$ cat config.mk
export PLATFORM = sky130hd
export DESIGN_NAME = jsfr_framer
export DESIGN_NICKNAME = d
export VERILOG_FILES = /design/src/inc/jsfr_pkg.sv /design/src/rtl/jsfr_framer.sv
export VERILOG_INCLUDE_DIRS = /design/src /design/src/inc
export SDC_FILE = /design/constraint.sdc
export NUM_CORES = 1
export LEC_CHECK = 0
export BUFFER_PORTS_ARGS = -buffer_cell sky130_fd_sc_hd__buf_2
export CAP_MARGIN = 20
export CORE_ASPECT_RATIO = 1.75
export CORE_UTILIZATION = 40
export CTS_CLUSTER_SIZE = 10
export DETAILED_ROUTE_END_ITERATION = 8
export PLACE_DENSITY = 0.68
export SLEW_MARGIN = 20
export SYNTH_ARGS = -nofsm -noshare
export SYNTH_HDL_FRONTEND = slang
export SYNTH_SLANG_ARGS = --single-unit
$ cat constraint.sdc
create_clock -name mclk_i -period 15.75 [get_ports mclk_i]
set_input_delay 0.7875 -clock mclk_i [delete_from_list [all_inputs] [get_ports mclk_i]]
set_output_delay 0.7875 -clock mclk_i [all_outputs]
set_load 0.05 [all_outputs]
$ cat src/inc/jsfr_cfg.svh
// constants for the 64b/66b block framer
`ifndef JSFR_CFG_SVH
`define JSFR_CFG_SVH

`define JSFR_OCTETS_PER_BLK   8
`define JSFR_PAYLOAD_W        64
`define JSFR_PREFIX_W         2
`define JSFR_BLK_W            66
`define JSFR_BLKS_PER_MB      32
`define JSFR_BLK_IDX_W        5
`define JSFR_LAST_BLK         5'h1f
`define JSFR_MB_IDX_W         8
`define JSFR_CRC_W            12
`define JSFR_CRC_POLY         12'h987
`define JSFR_CRC_INIT         12'h000
`define JSFR_FEC_W            26
`define JSFR_STREAM_W         32
`define JSFR_EMB_END_BIT      22
`define JSFR_FMT_W            2
`define JSFR_FIFO_DEPTH       4
`define JSFR_RST_STREAM       32'h0000_0000

`endif

$ cat src/inc/jsfr_pkg.sv
// types for the 64b/66b block framer
package jsfr_pkg;

  typedef enum logic [1:0] {
    JSFR_FMT_CRC12 = 2'b00,
    JSFR_FMT_RSVD1 = 2'b01,
    JSFR_FMT_FEC   = 2'b10,
    JSFR_FMT_RSVD3 = 2'b11
  } jsfr_fmt_t;

  // bit 0 of the vector is sent first on the line
  typedef struct packed {
    logic [63:0] payload;
    logic [1:0]  prefix;
  } jsfr_blk_t;

  typedef struct packed {
    jsfr_fmt_t   sync_header_format_select;
    logic [7:0]  mb_per_emb;
  } jsfr_cfg_t;

endpackage

$ cat src/rtl/jsfr_framer.sv
// 64b/66b framer with prefix stream, crc-12 and block fifo
`timescale 1ns/1ps
`include "jsfr_cfg.svh"

module jsfr_fifo #(
  parameter int W = 64,
  parameter int D = 4
) (
  input  wire logic         mclk_i,
  input  wire logic         rstn_i,
  input  wire logic [W-1:0] wr_data_i,
  input  wire logic         wr_valid_i,
  output logic              wr_ready_o,
  output logic [W-1:0]      rd_data_o,
  output logic              rd_valid_o,
  input  wire logic         rd_ready_i
);
  localparam int AW = (D > 1) ? $clog2(D) : 1;

  logic [W-1:0] mem_ff [D];
  logic [AW-1:0] wptr_ff;
  logic [AW-1:0] rptr_ff;
  logic [AW:0]   cnt_ff;
  logic [AW:0]   nxt_cnt;
  logic          rdy_ff;
  logic          push;
  logic          pop;

  assign push       = wr_valid_i & rdy_ff;
  assign pop        = rd_valid_o & rd_ready_i;
  assign rd_valid_o = (cnt_ff != '0);
  assign rd_data_o  = mem_ff[rptr_ff];
  assign wr_ready_o = rdy_ff;

  always_comb
  begin
    nxt_cnt = cnt_ff;
    if (push && !pop)
      nxt_cnt = cnt_ff + 1'b1;
    else if (pop && !push)
      nxt_cnt = cnt_ff - 1'b1;
  end

  always_ff @(posedge mclk_i or negedge rstn_i)
  begin
    if (!rstn_i)
    begin
      cnt_ff <= '0;
      rdy_ff <= 1'b0;
    end
    else
    begin
      cnt_ff <= nxt_cnt;
      // ready held in a flop so the top port is registered
      rdy_ff <= (nxt_cnt != (AW+1)'(D));
    end
  end

  always_ff @(posedge mclk_i or negedge rstn_i)
  begin
    if (!rstn_i)
    begin
      wptr_ff <= '0;
      rptr_ff <= '0;
    end
    else
    begin
      if (push)
        wptr_ff <= (wptr_ff == AW'(D-1)) ? '0 : wptr_ff + 1'b1;
      if (pop)
        rptr_ff <= (rptr_ff == AW'(D-1)) ? '0 : rptr_ff + 1'b1;
    end
  end

  always_ff @(posedge mclk_i)
  begin
    if (push)
      mem_ff[wptr_ff] <= wr_data_i;
  end
endmodule

module jsfr_framer #(
  parameter int FIFO_DEPTH = `JSFR_FIFO_DEPTH
) (
  input  wire logic                        mclk_i,
  input  wire logic                        rstn_i,
  input  wire logic [`JSFR_PAYLOAD_W-1:0]  payload_i,
  input  wire logic                        payload_valid_i,
  output logic                             payload_ready_o,
  input  wire jsfr_pkg::jsfr_cfg_t         cfg_i,
  input  wire logic [`JSFR_FEC_W-1:0]      fec_parity_i,
  input  wire logic                        sysref_i,
  output jsfr_pkg::jsfr_blk_t              blk_o,
  output logic                             blk_valid_o,
  input  wire logic                        blk_ready_i,
  output logic                             emb_start_o,
  output logic                             fmt_err_o
);

  logic [`JSFR_PAYLOAD_W-1:0] q_data;
  logic                       q_valid;
  logic                       q_ready;
  logic                       take;
  logic [`JSFR_BLK_IDX_W-1:0] blk_idx_ff;
  logic [`JSFR_MB_IDX_W-1:0]  mb_idx_ff;
  logic [`JSFR_MB_IDX_W-1:0]  last_mb;
  logic [`JSFR_CRC_W-1:0]     crc_ff;
  logic [`JSFR_CRC_W-1:0]     nxt_crc;
  logic [`JSFR_CRC_W-1:0]     crc_done_ff;
  logic [`JSFR_STREAM_W-1:0]  word_ff;
  logic [`JSFR_STREAM_W-1:0]  cur_word;
  logic                       sysref_d_ff;
  logic                       realign;
  logic                       stream_bit;

  // serial crc over one block, payload bit 0 enters first
  function automatic logic [`JSFR_CRC_W-1:0] crc_blk(
    input logic [`JSFR_CRC_W-1:0]    seed,
    input logic [`JSFR_PAYLOAD_W-1:0] d
  );
    logic [`JSFR_CRC_W-1:0] c;
    logic                   fb;
    c = seed;
    for (int i = 0; i < `JSFR_PAYLOAD_W; i++)
    begin
      fb = d[i] ^ c[`JSFR_CRC_W-1];
      c  = {c[`JSFR_CRC_W-2:0], 1'b0} ^
           (fb ? `JSFR_CRC_POLY : `JSFR_CRC_INIT);
    end
    return c;
  endfunction

  // builds the 32-bit prefix stream word of one multiblock
  function automatic logic [`JSFR_STREAM_W-1:0] build_word(
    input jsfr_pkg::jsfr_fmt_t    fmt,
    input logic [`JSFR_CRC_W-1:0] crc,
    input logic [`JSFR_FEC_W-1:0] fec,
    input logic                   emb_end
  );
    logic [`JSFR_STREAM_W-1:0] w;
    w = `JSFR_RST_STREAM;
    if (fmt == jsfr_pkg::JSFR_FMT_FEC)
    begin
      // parity msb rides in stream bit 0, so the order is reversed
      for (int i = 0; i < 22; i++)
        w[i] = fec[25-i];
      w[23]    = fec[3];
      w[24]    = fec[2];
      w[25]    = fec[1];
      w[26]    = fec[0];
    end
    else
    begin
      // fixed ones keep 00001 from forming early
      // check msb goes first, stream bit 0 holds crc bit 11
      w[0]     = crc[11];
      w[1]     = crc[10];
      w[2]     = crc[9];
      w[4]     = crc[8];
      w[5]     = crc[7];
      w[6]     = crc[6];
      w[8]     = crc[5];
      w[9]     = crc[4];
      w[10]    = crc[3];
      w[12]    = crc[2];
      w[13]    = crc[1];
      w[14]    = crc[0];
      w[3]     = 1'b1;
      w[7]     = 1'b1;
      w[11]    = 1'b1;
      w[15]    = 1'b1;
      w[19]    = 1'b1;
      w[21]    = 1'b1;
      w[23]    = 1'b1;
      w[18:16] = 3'h0;
      w[20]    = 1'b0;
      w[26:24] = 3'h0;
    end
    w[30:27] = 4'h0;
    w[31]    = 1'b1;
    w[`JSFR_EMB_END_BIT] = emb_end;
    return w;
  endfunction

  jsfr_fifo #(
    .W (`JSFR_PAYLOAD_W),
    .D (FIFO_DEPTH)
  ) u_fifo (
    .mclk_i     (mclk_i),
    .rstn_i     (rstn_i),
    .wr_data_i  (payload_i),
    .wr_valid_i (payload_valid_i),
    .wr_ready_o (payload_ready_o),
    .rd_data_o  (q_data),
    .rd_valid_o (q_valid),
    .rd_ready_i (q_ready)
  );

  // output stage drains the fifo when its register is empty or the line side takes its block
  assign q_ready = !blk_valid_o || blk_ready_i;
  assign take    = q_valid && q_ready;
  assign realign = sysref_i && !sysref_d_ff;

  // zero count treated as one multiblock per extended multiblock
  assign last_mb = (cfg_i.mb_per_emb == 8'h00) ? 8'h00
                                               : cfg_i.mb_per_emb - 8'h01;

  always_comb
  begin
    cur_word = word_ff;
    if (blk_idx_ff == '0)
      cur_word = build_word(cfg_i.sync_header_format_select, crc_done_ff,
                            fec_parity_i, (mb_idx_ff == last_mb));
  end

  assign stream_bit = cur_word[blk_idx_ff];

  always_comb
  begin
    // check state restarts from zero at block 0
    if (blk_idx_ff == '0)
      nxt_crc = crc_blk(`JSFR_CRC_INIT, q_data);
    else
      nxt_crc = crc_blk(crc_ff, q_data);
  end

  always_ff @(posedge mclk_i or negedge rstn_i)
  begin
    if (!rstn_i)
      sysref_d_ff <= 1'b0;
    else
      sysref_d_ff <= sysref_i;
  end

  // block and multiblock counters form the extended multiblock clock
  always_ff @(posedge mclk_i or negedge rstn_i)
  begin
    if (!rstn_i)
    begin
      blk_idx_ff <= '0;
      mb_idx_ff  <= '0;
    end
    else if (realign)
    begin
      // a block taken in this cycle is dropped from the old phase
      blk_idx_ff <= '0;
      mb_idx_ff  <= '0;
    end
    else if (take)
    begin
      blk_idx_ff <= blk_idx_ff + 1'b1;
      if (blk_idx_ff == `JSFR_LAST_BLK)
        mb_idx_ff <= (mb_idx_ff >= last_mb) ? '0
                                            : mb_idx_ff + 1'b1;
    end
  end

  always_ff @(posedge mclk_i or negedge rstn_i)
  begin
    if (!rstn_i)
    begin
      crc_ff      <= `JSFR_CRC_INIT;
      crc_done_ff <= `JSFR_CRC_INIT;
      word_ff     <= `JSFR_RST_STREAM;
    end
    else if (take && !realign)
    begin
      crc_ff <= nxt_crc;
      if (blk_idx_ff == `JSFR_LAST_BLK)
        crc_done_ff <= nxt_crc;
      if (blk_idx_ff == '0)
        word_ff <= cur_word;
    end
  end

  always_ff @(posedge mclk_i or negedge rstn_i)
  begin
    if (!rstn_i)
    begin
      blk_o       <= '0;
      blk_valid_o <= 1'b0;
      emb_start_o <= 1'b0;
    end
    else if (q_ready)
    begin
      blk_valid_o <= take && !realign;
      if (take && !realign)
      begin
        blk_o.payload <= q_data;
        blk_o.prefix  <= {stream_bit, ~stream_bit};
        emb_start_o   <= (blk_idx_ff == '0) && (mb_idx_ff == '0);
      end
      else
        emb_start_o <= 1'b0;
    end
  end

  always_ff @(posedge mclk_i or negedge rstn_i)
  begin
    if (!rstn_i)
      fmt_err_o <= 1'b0;
    else
      fmt_err_o <= (cfg_i.sync_header_format_select != jsfr_pkg::JSFR_FMT_CRC12)
                && (cfg_i.sync_header_format_select != jsfr_pkg::JSFR_FMT_FEC);
  end

endmodule

==> results of run 1 <==
-- state kept, by name, indices dropped and copies added, names as in the netlist, 3 cells and up --
name,cells
u_fifo.mem_ff,256
blk_idx_ff,5
mb_idx_ff,8
crc_done_ff,12
crc_ff,12
blk_o,66
word_ff,32
u_fifo.cnt_ff,3
-- placed cells by master (no fill, tap or decap), types with 21 or more instances in the layout --
cell type	instances
xnor2_1	283
mux2_2	23
nor2_1	29
xor3_1	28
xnor3_1	144
buf_2	173
mux2i_1	21
nand2_1	263
edfxtp_1	256
clkbuf_1	29
mux4_2	76
ha_1	22
o21ai_0	59
dfrtp_1	145
clkbuf_16	48
xor2_1	100
-- kinds of logic (layout without fill, tap and decap cells) --
logic type	after synthesis	after routing	share of synthesized area [%]
buffers and inverters	76	286	1.44
DFF	403	403	47.0
xor gates and xnor gates	596	596	33.5
AOI/OAI and AO/OA	83	83	1.83
other	0	2	0
muxes	121	121	9.07
and+or+nand+nor	344	344	5.90
adders and majority gates	24	24	1.22
-- stage by stage --
| step | util, % | hold WS (ns) |
|---|---|---|
| after floorplan | - | 0.429 |
| after global placement | 43.5 | 0.444 |
| after global routing | 45.9 | 0.115 |
| after CTS | 45.8 | 0.319 |
| after detailed placement | 43.5 | 0.457 |
| final | 45.9 | 0.116 |
-- Yosys cell counts (3+ instances only) --
cell type and count:
xnor3_1 144, edfxtp_1 256, xnor2_1 283, o21ai_0 59, dfrtp_1 147, inv_1 13, xor2_1 100, nor2_1 29
nor2b_1 11, and2_1 5, mux4_2 76, xor3_1 28, nand4_1 3, xnor3_2 13, clkbuf_1 39, mux2_2 23
nand2b_1 9, buf_6 4, xor2_2 4, nor3_1 5, xnor2_2 18, mux2i_1 21, nand2_1 263, xnor2_4 5
and3_1 6, buf_2 9, a21oi_1 12, nand3_1 4, buf_4 6, buf_1 4, o211ai_1 3, nor3b_1 3
ha_1 22
-- metal layers --
| layer | global-route usage [%] | vias up | routed length [µm] |
|---|---|---|---|
| met1 | 21.6 | 6845 | 21700 |
| met2 | 39.1 | 325 | 34300 |
| li1 | - | 6144 | - |
| met5 | 0 | - | 0 |
| met4 | 11.2 | 0 | 3380 |
| met3 | 2.27 | 118 | 1970 |
-- worst max-delay path by stage --
stage,start,endpoint,cells after the start
floorplan,u_fifo.rptr_ff[0]$_DFFE_PN0P_,crc_done_ff[2]$_DFFE_PN0P_,20
global placement,u_fifo.rptr_ff[0]$_DFFE_PN0P_,crc_ff[0]$_DFFE_PN0P_,18
detailed placement,u_fifo.rptr_ff[0]$_DFFE_PN0P_,crc_done_ff[0]$_DFFE_PN0P_,18
CTS,u_fifo.rptr_ff[0]$_DFFE_PN0P_,crc_done_ff[0]$_DFFE_PN0P_,18
global route,u_fifo.rptr_ff[0]$_DFFE_PN0P_,crc_done_ff[0]$_DFFE_PN0P_,18
finish,u_fifo.rptr_ff[0]$_DFFE_PN0P_,crc_done_ff[0]$_DFFE_PN0P_,18
-- final cells by class --
class | count | area, µm²
timing repair buffer | 189 | 1010
fill | 5274 | 32200
antenna | 2 | 5.00
tap | 780 | 976
inverter | 14 | 52.6
multi-input combinational | 1168 | 12500
sequential | 403 | 11400
clock buffer | 77 | 1310
clock inverter | 6 | 92.6
==> results.tsv, run 1 <==
metric	value	unit
status	finished, final reports clean	
routed_wl	61300	µm
postCtsSetupRepairBufs	0	
drt_iter0_markers	576	
setup_viol	0	
drv_cap	0	
worstPathRequired	16.21	ns
die-area	0.0614	mm²
drive_gt1_share	21.3	%
placedCellCount	2553	
worstPathArrival	9.23	ns
slew_headroom	30.4	%
grt.overflow.total	0	
holdBufCountCts	0	
worstRegToRegCells	18	
nets	1950	
post-route-period-util	55.7	%
synth-seq-cells	403	
rows	118	
cts_buffers	47	
ys_types	49	
syn_avg_cell_area	14.7	µm²
synth_nets	1774	
core_area	0.0595	mm²
grt_usage	20.4	%
fin_ws	6.98	ns
synth_area	0.0242	mm²
clock-sinks	403	
synth_edf_count	256	
crit_family	XOR/XNOR gates	
worstMarginPinSlew	1.04	ns
critical_path_class	flip-flop to flip-flop	
clk_latency	0.59	ns
yosysSeqAreaShare	47.0	%
h-tree-depth	2	
setup-tns-final	0	ns
skew	0.0217	ns
cts_tree	built	
synth-main-ff-cell	edfxtp_1	
syn_inst	1647	
netlist.area_leader.share	31.8	%
routabilityCongestion	0.927	
r2r_slack	6.98	ns
start_kind	flip-flop	
wl_per_cell	23.2	µm
drcViolationCount	0	
fin_crit	8.77	ns
io_buffers	174	
dpl-instance-area	0.0259	mm²
via_per_inst	5.09	
start_util	40.6	%
fin_cells	2639	
dp_hpwl	46300	µm
clk_pin_slew	0.06	ns
grt_pass1_vias	14700	
pre_cts_ws	6.94	ns
r2r_end	crc_done_ff[0]$_DFFE_PN0P_	
vias	13400	
cp_slowest_cell	xnor2_1	
synthTopCellsByArea	edfxtp_1 32%, dfrtp_1 15%, xnor3_1 13%	
antenna_left	0	
grt_pass1_wl	92900	µm
crit_buf_inv	1	
r2r-start	u_fifo.rptr_ff[0]$_DFFE_PN0P_	
path_cells	buf_4 -> mux4_2 -> xnor2_1 -> xnor2_1 -> xnor3_1 -> xnor3_1 -> xnor3_1 -> xnor3_2 -> xnor3_2 -> xnor3_2 -> xnor2_1 -> xnor3_1 -> xnor3_2 -> xor3_2 -> xnor2_2 -> xnor2_1 -> mux2i_1 -> mux2_2	
io_pins	175	
rsz0062_at_grt	false	
synth-async-reset-ratio	36.5	%
critPathMaxStageDelay	0.79	ns
crit_fanout	25	
worst_setup_path_end_kind	flip-flop	
cts-resized-gates	0	
synth.largest_area_cell	edfxtp_1	
cts.path.max_buffers	3	
firstDrtPassIters	4	
antenna_found_initial	3	
fp.dieH	327	µm
slew_viol_final	0	
grt_max_degree	100	
hp-class	input port to asynchronous set/reset pin	
fmax	114	MHz
cts.root.buffer_cell	clkbuf_16	
design_area	0.0273	mm²
hold_violations	0	
yosys_warnings	0	
die_w	188	µm
syn_to_final_growth	13.0	%
Power of run 1 is left out: the tool's default activity adds up to more than one toggle a clock period on the data nets, which glitch-free logic cannot reach.
==> inputs of run 2 (changes only) <==
--- a/config.mk
+++ b/config.mk
@@ -12,7 +12,7 @@
 export CORE_UTILIZATION = 40
 export CTS_CLUSTER_SIZE = 10
 export DETAILED_ROUTE_END_ITERATION = 8
-export PLACE_DENSITY = 0.68
+export PLACE_DENSITY = 0.7
 export SLEW_MARGIN = 20
 export SYNTH_ARGS = -nofsm -noshare
 export SYNTH_HDL_FRONTEND = slang
==> constraint.sdc (replaced) <==
create_clock -name mclk_i -period 7 [get_ports mclk_i]
set_input_delay 0.35 -clock mclk_i [delete_from_list [all_inputs] [get_ports mclk_i]]
set_output_delay 0.35 -clock mclk_i [all_outputs]
set_load 0.05 [all_outputs]
==> run 2 against run 1 <==
Critical endpoint is now crc_done_ff[2]$_DFFE_PN0P_. Global-route usage hardly changed. Core utilization is 7.1 points higher. Worst setup slack worse by 7.0 ns. Register-to-register slack worse by 7.0 ns. Flip-flop and latch count stayed put. Critical path depth is 4 higher. Largest cell class unchanged. The flow now finishes with violations (negative setup slack). Cell area is 15% higher. Worst hold slack worse by 0.081 ns. Die area stayed put. Via count is 11% higher. Routed wire length is 3.3% higher.
==> results.tsv, run 2 (synthesized netlist as in run 1, its figures left out) <==
metric	value	unit	change
drive_gt1_share	38.0	%	+17 points
fin_crit	7.02	ns	-1.76 ns
fin_ws	-0.0164	ns	-6.99 ns
h-tree-depth	2		unchanged
die-area	0.0614	mm²	unchanged
via_per_inst	4.95		-2.8%
firstDrtPassIters	5		+1
nets	2338		+20%
grt_pass1_vias	16000		+9.0%
fp.dieH	327	µm	unchanged
grt_usage	20.5	%	about the same
largestRegisters	u_fifo.mem_ff x256, blk_o x66, word_ff x32		
regMostFlops	u_fifo.mem_ff		
wl_per_cell	20.9	µm	-9.9%
setup-tns-final	-0.0164	ns	-0.0164 ns
drcViolationCount	0		unchanged
io_buffers	174		unchanged
fin_util	53.0	%	+7.1 points
crit_fanout	6		-76%
setup_viol	1		+1
grt_pass1_wl	94800	µm	+2.0%
largest_register_ffs	256		unchanged
cts.path.max_buffers	3		unchanged
clock-sinks	403		unchanged
antenna_found_initial	0		-3
hold_ws	0.0344	ns	-0.0811 ns
grt_max_degree	103		+3.0%
violations	negative setup slack		
status	finished, violations left		
hold_violations	0		unchanged
die_w	188	µm	unchanged
syn_to_final_growth	30.4	%	
vias	15000		+11%
final_cell_mix	314 x buf_4, 263 x nand2_1, 256 x edfxtp_1, 231 x xnor2_1, 173 x buf_2		
fmax	143	MHz	+25%
mostFrequentLayoutCell	buf_4		
worstMarginPinSlew	1.05	ns	+0.00668 ns
worstPathRequired	7.44	ns	-8.77 ns
fin_cells	3025		+15%
cts.root.buffer_cell	clkbuf_16		
rows	118		unchanged
critical_path_class	flip-flop to flip-flop		
start_kind	flip-flop		
io_pins	175		unchanged
slew_viol_final	0		unchanged
fill_cells	4801		-9.0%
skew	0.0275	ns	+0.00579 ns
routed_wl	63300	µm	+3.3%
rsz0062_at_grt	true		
n_antenna_cell	0		-2
worst_setup_path_end_kind	flip-flop		
drt_iter0_markers	667		+16%
hp-class	input port to flip-flop		
worstPathArrival	7.46	ns	-1.77 ns
dp_hpwl	46400	µm	+0.25%
clk_latency	0.59	ns	about the same
drv_cap	0		unchanged
post-route-period-util	100	%	+45 points
clk_pin_slew	0.06	ns	about the same
slew_headroom	30.0	%	-0.45 points
cts_buffers	47		unchanged
antenna_left	0		unchanged
grt.overflow.total	0		unchanged
routabilityCongestion	0.903		-2.6%
start_util	40.6	%	unchanged
cts_tree	built		
core_area	0.0595	mm²	unchanged
placedCellCount	2798		+9.6%
run 2: cell count changes in the layout (fill, tap and decap cells not counted), moves of 32 or more:
| cell | before | now |
|---|---|---|
| xnor3_2 | 13 | 56 |
| xnor2_1 | 283 | 231 |
| dlygate4sd3_1 | 0 | 66 |
| buf_4 | 14 | 314 |
| xnor3_1 | 144 | 101 |
| xnor2_2 | 18 | 50 |
run 2: cell type report:
cell class	count	area [µm²]	share of cell area (%)
timing repair buffer	577	4230	13.4
inverter	14	52.6	0.167
sequential	403	11400	36.1
clock inverter	4	83.8	0.266
tap	780	976	3.10
multi-input combinational	1168	13500	42.7
clock buffer	79	1350	4.28
run 2: worst max-delay path: stages, from the launching register on:
cell and delay (ns):
dfrtp_4 0.52, buf_4 0.16, buf_8 0.13, mux4_2 0.49, buf_8 0.17, xnor2_4 0.21, buf_6 0.13, xnor3_1 0.29
xnor3_2 0.43, xnor3_2 0.45, xor2_2 0.24, xnor3_2 0.53, xnor2_4 0.23, xnor3_1 0.43, xnor3_2 0.41, buf_6 0.15
xnor2_4 0.19, xor3_2 0.42, xor3_2 0.47, xnor2_4 0.18, xnor2_1 0.20, mux2i_1 0.14, mux2_1 0.30
run 2: metal layers:
metal | global-route usage (%) | share of wire [%]
met5 | 0 | 0
met4 | 9.65 | 4.7
met3 | 2.02 | 2.9
met2 | 39.6 | 56
met1 | 22.0 | 37
run 2: worst paths after layout:
path	start	end	slack, ns	depth (start not counted)
min reg2reg	word_ff[31]$_DFFE_PN0P_	word_ff[31]$_DFFE_PN0P_	0.47	1
min in group asynchronous	rstn_i	u_fifo.wr_ready_o$_DFF_PN0_	0.45	2
max	u_fifo.rptr_ff[0]$_DFFE_PN0P_	crc_done_ff[2]$_DFFE_PN0P_	-0.02	22
min	payload_i[18]	u_fifo.mem_ff[0][18]$_DFFE_PP_	0.03	1
max reg2reg	u_fifo.rptr_ff[0]$_DFFE_PN0P_	crc_done_ff[2]$_DFFE_PN0P_	-0.02	22
max in group asynchronous	rstn_i	blk_o[47]$_DFFE_PN0P_	5.28	3
run 2: metrics by stage:
step | worst slack (ns) | instance area, µm²
3_5_place_dp | -0.240 | 27800
3_3_place_gp | -0.193 | 27800
2_1_floorplan | 0.0187 | 24200
6_report | -0.0164 | 31500
4_1_cts | -0.00537 | 30200
5_1_grt | -0.167 | 31500
run 2: what timing repair did:
item | 4_1_cts | 5_1_grt
buffers inserted | 9 | 70
hold buffers | 66 | 0
setup endpoints to repair | 22 | 22
hold endpoints to repair | 355 | 0
resized for setup | 40 | 141
pin swaps | 13 | 82
Power of run 2 is left out for the same reason.
